## src/core/tarsr_pkg.sv

```systemverilog
// Package: offsets, field positions, reset values and timing for the touch converter registers
package tarsr_pkg;

  // ==========================================================================
  // Register offsets (word addresses on the serial control port)
  // ==========================================================================
  localparam logic [5:0] TARSR_OFF_STATUS  = 6'h01;
  localparam logic [5:0] TARSR_OFF_RSVD2   = 6'h02;
  localparam logic [5:0] TARSR_OFF_REFCTL  = 6'h03;
  localparam logic [5:0] TARSR_OFF_SRESET  = 6'h04;

  // ==========================================================================
  // Field positions
  // ==========================================================================
  localparam int TARSR_ST_AVAIL    = 11;
  localparam int TARSR_ST_P2       = 7;
  localparam int TARSR_ST_B1       = 6;
  localparam int TARSR_ST_B2       = 5;
  localparam int TARSR_ST_AUX      = 4;
  localparam int TARSR_ST_T1       = 2;
  localparam int TARSR_ST_T2       = 1;
  localparam int TARSR_RC_SRC      = 4;
  localparam int TARSR_RC_DLY_LO   = 2;
  localparam int TARSR_RC_PDN      = 1;
  localparam int TARSR_RC_LVL      = 0;

  // ==========================================================================
  // Reset values and key
  // ==========================================================================
  localparam logic [15:0] TARSR_RSVD2_RST  = 16'hFFFF;
  localparam logic [15:0] TARSR_SRESET_RST = 16'hFFFF;
  localparam logic [15:0] TARSR_RESET_KEY  = 16'hBB00;
  localparam logic        TARSR_SRC_RST    = 1'b0;
  localparam logic [1:0]  TARSR_DLY_RST    = 2'b00;
  localparam logic        TARSR_PDN_RST    = 1'b1;
  localparam logic        TARSR_LVL_RST    = 1'b0;

  // Result channel indices in the ready vector
  localparam int TARSR_NCH   = 6;
  localparam int TARSR_CH_P2 = 0;
  localparam int TARSR_CH_B1 = 1;
  localparam int TARSR_CH_B2 = 2;
  localparam int TARSR_CH_AX = 3;
  localparam int TARSR_CH_T1 = 4;
  localparam int TARSR_CH_T2 = 5;

  // ==========================================================================
  // Settling times
  // ==========================================================================
  localparam int TARSR_CLK_MHZ     = 250;
  localparam int TARSR_DLY1_US     = 100;
  localparam int TARSR_DLY2_US     = 500;
  localparam int TARSR_DLY3_US     = 1000;
  localparam int TARSR_DLY1_CYC    = TARSR_DLY1_US * TARSR_CLK_MHZ;
  localparam int TARSR_DLY2_CYC    = TARSR_DLY2_US * TARSR_CLK_MHZ;
  localparam int TARSR_DLY3_CYC    = TARSR_DLY3_US * TARSR_CLK_MHZ;

  // Settling sequencer states
  typedef enum logic [1:0] {
    TARSR_IDLE   = 2'b00,
    TARSR_SETTLE = 2'b01,
    TARSR_READY  = 2'b10
  } tarsr_state_t;

endpackage : tarsr_pkg

```

## src/core/tarsr_flag_if.sv

```systemverilog
// Interface: one result channel's store and read-done events plus its ready flag
`timescale 1ns/1ns
interface tarsr_flag_if;
  logic store;
  logic read_done;
  logic clear_all;
  logic ready;
  modport owner (input store, input read_done, input clear_all, output ready);
  modport user  (output store, output read_done, output clear_all, input ready);
endinterface : tarsr_flag_if

```

## src/core/tarsr_flag.sv

```systemverilog
// Module: one sticky new-data flag, set on store, cleared after full read-out
`timescale 1ns/1ns
module tarsr_flag
  import tarsr_pkg::*;
(
  input  wire logic   clk,
  input  wire logic   nrst,
  tarsr_flag_if.owner f
);

  logic ready_q;

  // ==========================================================================
  // Flag register
  // ==========================================================================
  // Store wins over a read-done in the same cycle, so a fresh result is never lost
  always_ff @(posedge clk)
  begin
    if (!nrst || f.clear_all)
      ready_q <= 1'b0;
    else if (f.store)
      ready_q <= 1'b1;
    else if (f.read_done)
      ready_q <= 1'b0;
  end

  assign f.ready = ready_q;

endmodule : tarsr_flag

```

## src/core/tarsr_top.sv

```systemverilog
// Top: status flags, reference control and keyed soft reset of the touch converter
`timescale 1ns/1ns
module tarsr_top
  import tarsr_pkg::*;
#(
  parameter int DLY1_CYC = TARSR_DLY1_CYC,
  parameter int DLY2_CYC = TARSR_DLY2_CYC,
  parameter int DLY3_CYC = TARSR_DLY3_CYC
)(
  input  wire logic        CLK,
  input  wire logic        NRST,
  input  wire logic        WR_EN,
  input  wire logic        RD_EN,
  input  wire logic [5:0]  ADDR,
  input  wire logic [15:0] WDATA,
  output logic      [15:0] RDATA,
  input  wire logic [5:0]  RESULT_STORE,
  input  wire logic [5:0]  RESULT_READ_DONE,
  input  wire logic        SET_DONE,
  input  wire logic        OTHER_PENDING,
  input  wire logic        CONV_REQ,
  output logic             CONV_GO,
  output logic             REF_INT_ON,
  output logic             REF_SRC_INT,
  output logic             REF_LVL_HIGH,
  output logic             SOFT_RESET
);

  logic         soft_rst;
  logic         src_q;
  logic [1:0]   dly_q;
  logic         pdn_q;
  logic         lvl_q;
  logic         avail_q;
  logic [5:0]   ready;
  logic         soft_rst_q;
  tarsr_state_t state_q;
  logic [31:0]  cnt_q;
  logic [31:0]  wait_cyc;
  logic         need_wait;

  // ==========================================================================
  // Keyed soft reset
  // ==========================================================================
  // Only the exact key resets; anything else is dropped and the register keeps
  // reading its default, since the key register itself stores nothing useful
  assign soft_rst = WR_EN && (ADDR == TARSR_OFF_SRESET)
                    && (WDATA == TARSR_RESET_KEY);

  // One-cycle pulse marking the soft reset
  always_ff @(posedge CLK)
  begin
    if (!NRST)
      soft_rst_q <= 1'b0;
    else
      soft_rst_q <= soft_rst;
  end

  assign SOFT_RESET = soft_rst_q;

  // ==========================================================================
  // Per-channel ready flags
  // ==========================================================================
  genvar gi;
  generate
    for (gi = 0; gi < TARSR_NCH; gi++)
    begin : g_flag
      tarsr_flag_if fi ();
      assign fi.store     = RESULT_STORE[gi];
      assign fi.read_done = RESULT_READ_DONE[gi];
      assign fi.clear_all = soft_rst;
      assign ready[gi]    = fi.ready;
      tarsr_flag tarsr_flag_inst (
        .clk  (CLK),
        .nrst (NRST),
        .f    (fi)
      );
    end
  endgenerate

  // ==========================================================================
  // Overall data-available bit
  // ==========================================================================
  // Held until every flag, including those kept outside this block, is clear
  always_ff @(posedge CLK)
  begin
    if (!NRST || soft_rst)
      avail_q <= 1'b0;
    else if (SET_DONE)
      avail_q <= 1'b1;
    else if ((ready == 6'h00) && !OTHER_PENDING)
      avail_q <= 1'b0;
  end

  // ==========================================================================
  // Reference control register
  // ==========================================================================
  // Only bits 4..0 are writable; upper bits are reserved and ignored
  always_ff @(posedge CLK)
  begin
    if (!NRST || soft_rst)
    begin
      src_q <= TARSR_SRC_RST;
      dly_q <= TARSR_DLY_RST;
      pdn_q <= TARSR_PDN_RST;
      lvl_q <= TARSR_LVL_RST;
    end
    else if (WR_EN && (ADDR == TARSR_OFF_REFCTL))
    begin
      src_q <= WDATA[TARSR_RC_SRC];
      dly_q <= WDATA[TARSR_RC_DLY_LO +: 2];
      pdn_q <= WDATA[TARSR_RC_PDN];
      lvl_q <= WDATA[TARSR_RC_LVL];
    end
  end

  assign REF_SRC_INT  = src_q;
  assign REF_LVL_HIGH = lvl_q;

  // ==========================================================================
  // Reference power and settling sequencer
  // ==========================================================================
  // Wait only when the reference is internal and cycled between conversions
  assign need_wait = src_q && pdn_q && (dly_q != 2'b00);

  always_comb
  begin
    case (dly_q)
      2'b01:   wait_cyc = 32'(DLY1_CYC);
      2'b10:   wait_cyc = 32'(DLY2_CYC);
      2'b11:   wait_cyc = 32'(DLY3_CYC);
      default: wait_cyc = 32'h0000_0000;
    endcase
  end

  // Request held by converter sequencer; go is granted after any settle wait
  always_ff @(posedge CLK)
  begin
    if (!NRST || soft_rst)
    begin
      state_q <= TARSR_IDLE;
      cnt_q   <= 32'h0000_0000;
    end
    else
    begin
      case (state_q)
        TARSR_IDLE:
        begin
          if (CONV_REQ && need_wait)
          begin
            state_q <= TARSR_SETTLE;
            cnt_q   <= wait_cyc - 32'h0000_0001;
          end
          else if (CONV_REQ)
            state_q <= TARSR_READY;
        end
        TARSR_SETTLE:
        begin
          if (!CONV_REQ)
            state_q <= TARSR_IDLE;
          else if (cnt_q == 32'h0000_0000)
            state_q <= TARSR_READY;
          else
            cnt_q <= cnt_q - 32'h0000_0001;
        end
        TARSR_READY:
        begin
          if (!CONV_REQ)
            state_q <= TARSR_IDLE;
        end
        default: state_q <= TARSR_IDLE;
      endcase
    end
  end

  assign CONV_GO = (state_q == TARSR_READY);

  // Internal reference: off in external mode, on always when not cycled
  assign REF_INT_ON = src_q && (!pdn_q || (state_q != TARSR_IDLE));

  // ==========================================================================
  // Read data
  // ==========================================================================
  // Registered so the serial port shifts a stable word
  always_ff @(posedge CLK)
  begin
    if (!NRST)
      RDATA <= 16'h0000;
    else if (RD_EN)
    begin
      case (ADDR)
        TARSR_OFF_STATUS:
        begin
          RDATA <= 16'h0000;
          RDATA[TARSR_ST_AVAIL] <= avail_q;
          RDATA[TARSR_ST_P2]    <= ready[TARSR_CH_P2];
          RDATA[TARSR_ST_B1]    <= ready[TARSR_CH_B1];
          RDATA[TARSR_ST_B2]    <= ready[TARSR_CH_B2];
          RDATA[TARSR_ST_AUX]   <= ready[TARSR_CH_AX];
          RDATA[TARSR_ST_T1]    <= ready[TARSR_CH_T1];
          RDATA[TARSR_ST_T2]    <= ready[TARSR_CH_T2];
        end
        TARSR_OFF_RSVD2:  RDATA <= TARSR_RSVD2_RST;
        TARSR_OFF_REFCTL: RDATA <= {11'h000, src_q, dly_q, pdn_q, lvl_q};
        TARSR_OFF_SRESET: RDATA <= TARSR_SRESET_RST;
        default:          RDATA <= 16'h0000;
      endcase
    end
  end

endmodule : tarsr_top

```

## config.mk

```make
export PLATFORM = sky130hd
export DESIGN_NAME = tarsr_top
export DESIGN_NICKNAME = d
export VERILOG_FILES = /design/src/core/tarsr_pkg.sv /design/src/core/tarsr_flag_if.sv /design/src/core/tarsr_flag.sv /design/src/core/tarsr_top.sv
export SDC_FILE = /design/constraint.sdc
export NUM_CORES = 1
export LEC_CHECK = 0
export BUFFER_PORTS_ARGS = -buffer_cell sky130_fd_sc_hd__buf_2
export CELL_PAD_IN_SITES_DETAIL_PLACEMENT = 0
export CELL_PAD_IN_SITES_GLOBAL_PLACEMENT = 1
export CORE_ASPECT_RATIO = 0.7
export CORE_MARGIN = 2
export CORE_UTILIZATION = 46
export CTS_BUF_LIST = sky130_fd_sc_hd__clkbuf_4
export DETAILED_ROUTE_END_ITERATION = 12
export PLACE_DENSITY_LB_ADDON = 0.1
export SYNTH_ARGS = -nofsm -noshare
export SYNTH_HDL_FRONTEND = slang
export SYNTH_SLANG_ARGS = --single-unit
```

## constraint.sdc

```tcl
create_clock -name CLK -period 6.2 [get_ports CLK]
set_input_delay 0.93 -clock CLK [delete_from_list [all_inputs] [get_ports CLK]]
set_output_delay 0.93 -clock CLK [all_outputs]
set_load 0.02 [all_outputs]
```

==> flow_summary.json <==
{
  "outcome": "complete, no violations",
  "routedWlPerCell_um": 16.7,
  "rows": 26,
  "required_ns": 6.53,
  "postPlaceCellArea_um2": 3790,
  "drive_gt1_frac": 0.219,
  "ys_seq_elements": 57,
  "area_growth_pct": 11.1,
  "vdd_drop_max_uv": 158,
  "vias": 3489,
  "arrival_ns": 3.60,
  "grt_pass1_vias": 3112,
  "maxCapViolCount": 0,
  "drt_wl_total_um": 9820,
  "finalSetupViolations": 0,
  "io_pins": 62,
  "rsz0062_at_grt": "no",
  "gr-total-overflow": 0,
  "fin_crit_ns": 3.27,
  "grt_usage": 0.243,
  "crit_fanout": 22,
  "drt_iter0_drc": 214,
  "synth_cells": 437,
  "path_clk_slew_ns": 0.10,
  "fp.dieW_um": 109,
  "final.setup_skew_ns": 0.0180,
  "holdBufCountCts": 0,
  "power_uw": 710,
  "antenna_found_initial": 0,
  "cts_tree": "done",
  "ant_nets": 0,
  "grt_max_degree": 40,
  "drt-vias-per-instance": 5.94,
  "max_slew_margin": 0.324,
  "yosysUniqueCellTypes": 73,
  "die-area_um2": 8390,
  "p_leak_nw": 1.68,
  "finalSetupTns_ns": 0,
  "syn_nets": 484,
  "maxSlewViolCount": 0,
  "grt_pass1_wl_um": 16000,
  "ys_seq_area_frac": 0.324,
  "cts_made_buffers": 9,
  "tightest_slew_ns": 1.01,
  "powerDensity_nw_per_um2": 181,
  "post_cts_buffers": 0,
  "drt_pass1_iterations": 5,
  "numClockSinks": 57,
  "die_y_um": 77.2,
  "post_cts_resized": 0,
  "fmax_mhz": 306,
  "critPathLaunchType": "flip-flop",
  "cts-root-buf": "clkbuf_4",
  "fin_crit_sh": 0.527,
  "cts_max_level": 3,
  "async_reset_ff_frac": 0,
  "synth_edf_count": 0,
  "path_class": "flip-flop to flip-flop",
  "portBuffers": 61,
  "hold_viol_final": 0,
  "coreArea_um2": 7350,
  "initial_core_util": 0.479,
  "hold_class": "flip-flop to flip-flop",
  "syn_area_um2": 3520,
  "dp_hpwl_um": 7010,
  "synth_ff_type": "dfxtp_1",
  "drc_errors": 0,
  "gp_congestion": 0.891,
  "yosys_warnings": 0,
  "final_area_um2": 3920,
  "worstSkewPairLatency_ns": 0.43,
  "syn_area_per_cell_um2": 8.07,
  "final_nets": 530,
  "clockBufferDepth": 2,
  "crit_path_end_kind": "flip-flop"
}
==> power by group <==
group          internal [mW]  total (mW)  switching (mW)
Clock                  0.119       0.270           0.151
Combinational         0.0257      0.0610          0.0353
Sequential             0.373       0.379         0.00583
==> cell usage in the layout (no fill, tap or decap), types with 6 or more instances in the layout <==
cell type / count
nand3_1: 10
nand4_1: 10
buf_2: 61
a211oi_1: 6
o21ai_0: 23
clkbuf_4: 9
and2_1: 7
nor2_1: 42
dfxtp_1: 57
nor2b_1: 7
nor3_1: 16
nor4_1: 9
inv_1: 15
o21ai_1: 9
a21oi_1: 37
ha_1: 6
mux2i_1: 16
nand2_1: 41
==> critical path, cell delays in order (launching register included) <==
cell      delay (ns)
dfxtp_1         0.42
inv_1           0.11
ha_1            0.22
nand4b_1        0.83
nand2_1         0.89
buf_4           0.32
o21ai_0         0.10
a221oi_1        0.28
==> path summary, 6_finish.rpt <==
kind | start | endpoint | slack, ns | depth (start not counted)
hold reg to reg | cnt_q[30]$_SDFFE_PP0P_ | cnt_q[30]$_SDFFE_PP0P_ | 0.48 | 2
setup reg to reg | dly_q[0]$_SDFFE_PP0P_ | cnt_q[11]$_SDFFE_PP0P_ | 2.93 | 7
setup / recovery | dly_q[0]$_SDFFE_PP0P_ | cnt_q[11]$_SDFFE_PP0P_ | 2.93 | 7
hold / removal | cnt_q[30]$_SDFFE_PP0P_ | cnt_q[30]$_SDFFE_PP0P_ | 0.48 | 2
==> synthesized netlist by cell type (all sizes together), types with 3 or more instances <==
| cell | count | area (um2) |
|---|---|---|
| ha | 6 | 75.1 |
| a31oi | 5 | 31.3 |
| nor4b | 3 | 41.3 |
| dfxtp | 57 | 1140 |
| clkbuf | 20 | 129 |
| nor2b | 8 | 52.6 |
| nand2b | 4 | 25.0 |
| a21oi | 39 | 203 |
| and2 | 8 | 51.3 |
| nor2 | 43 | 169 |
| xnor2 | 3 | 26.3 |
| a31o | 5 | 43.8 |
| o2111ai | 4 | 41.3 |
| o21a | 4 | 30.0 |
| a2111oi | 3 | 32.5 |
| inv | 15 | 56.3 |
| nand2 | 41 | 154 |
| mux2 | 4 | 45.0 |
| o211ai | 5 | 37.5 |
| or2 | 4 | 27.5 |
| a21o | 3 | 22.5 |
| nor3 | 16 | 80.1 |
| a211oi | 8 | 70.1 |
| buf | 11 | 78.8 |
| nor3b | 4 | 30.0 |
| nand3 | 10 | 50.1 |
| nor4 | 9 | 56.3 |
| nand4 | 10 | 62.6 |
| or4 | 4 | 33.8 |
| o21ai | 33 | 165 |
| mux2i | 16 | 160 |
==> cell type report <==
cell class / instances / area (um2)
diodes: 1 / 2.50
clock buffers: 9 / 67.6
clock inverters: 7 / 61.3
fillers: 725 / 3430
inverters: 15 / 56.3
multi-input cells: 334 / 2120
flip-flops and latches: 57 / 1140
well taps: 98 / 123
repair buffers: 66 / 343
==> cells by family (layout without fill, tap and decap cells) <==
kind of cell	Yosys count	in the layout	synth area share
simple gates	175	175	0.264
compound gates	129	129	0.248
flops	57	57	0.324
buf+inv	46	97	0.0749
mux	20	20	0.0582
fa+ha+maj	6	6	0.0213
xor+xnor	4	4	0.00994
other cells	0	1	0
==> stage by stage <==
stage | cells | hold WS [ns] | setup WS (ns) | utilization
finish | 587 | 0.476 | 2.93 | 0.533
CTS | 586 | 0.479 | 2.96 | 0.533
global route | 586 | 0.500 | 2.59 | 0.533
global placement | 570 | 0.458 | 2.78 | 0.515
floorplan | 437 | 0.442 | 3.77 | -
detailed placement | 570 | 0.465 | 2.71 | 0.515
==> metal layers <==
metal	vias up	part of all wire	wire length [um]	GRT usage
li1	1708	-	-	-
met1	1650	0.50	4870	0.365
met2	120	0.43	4210	0.348
met3	11	0.068	663	0.0646
met4	0	0.0082	81	0.0436
met5	-	0	0	0
==> flip-flops by register name, indices dropped and copies added (netlist names) <==
name	cells
pdn_q	1
SOFT_RESET	1
state_q	2
dly_q	2
REF_SRC_INT	1
REF_LVL_HIGH	1
cnt_q	32
avail_q	1
g_flag.tarsr_flag_inst.f.ready	6
RDATA	10
(Power assumes the default switching activity.)
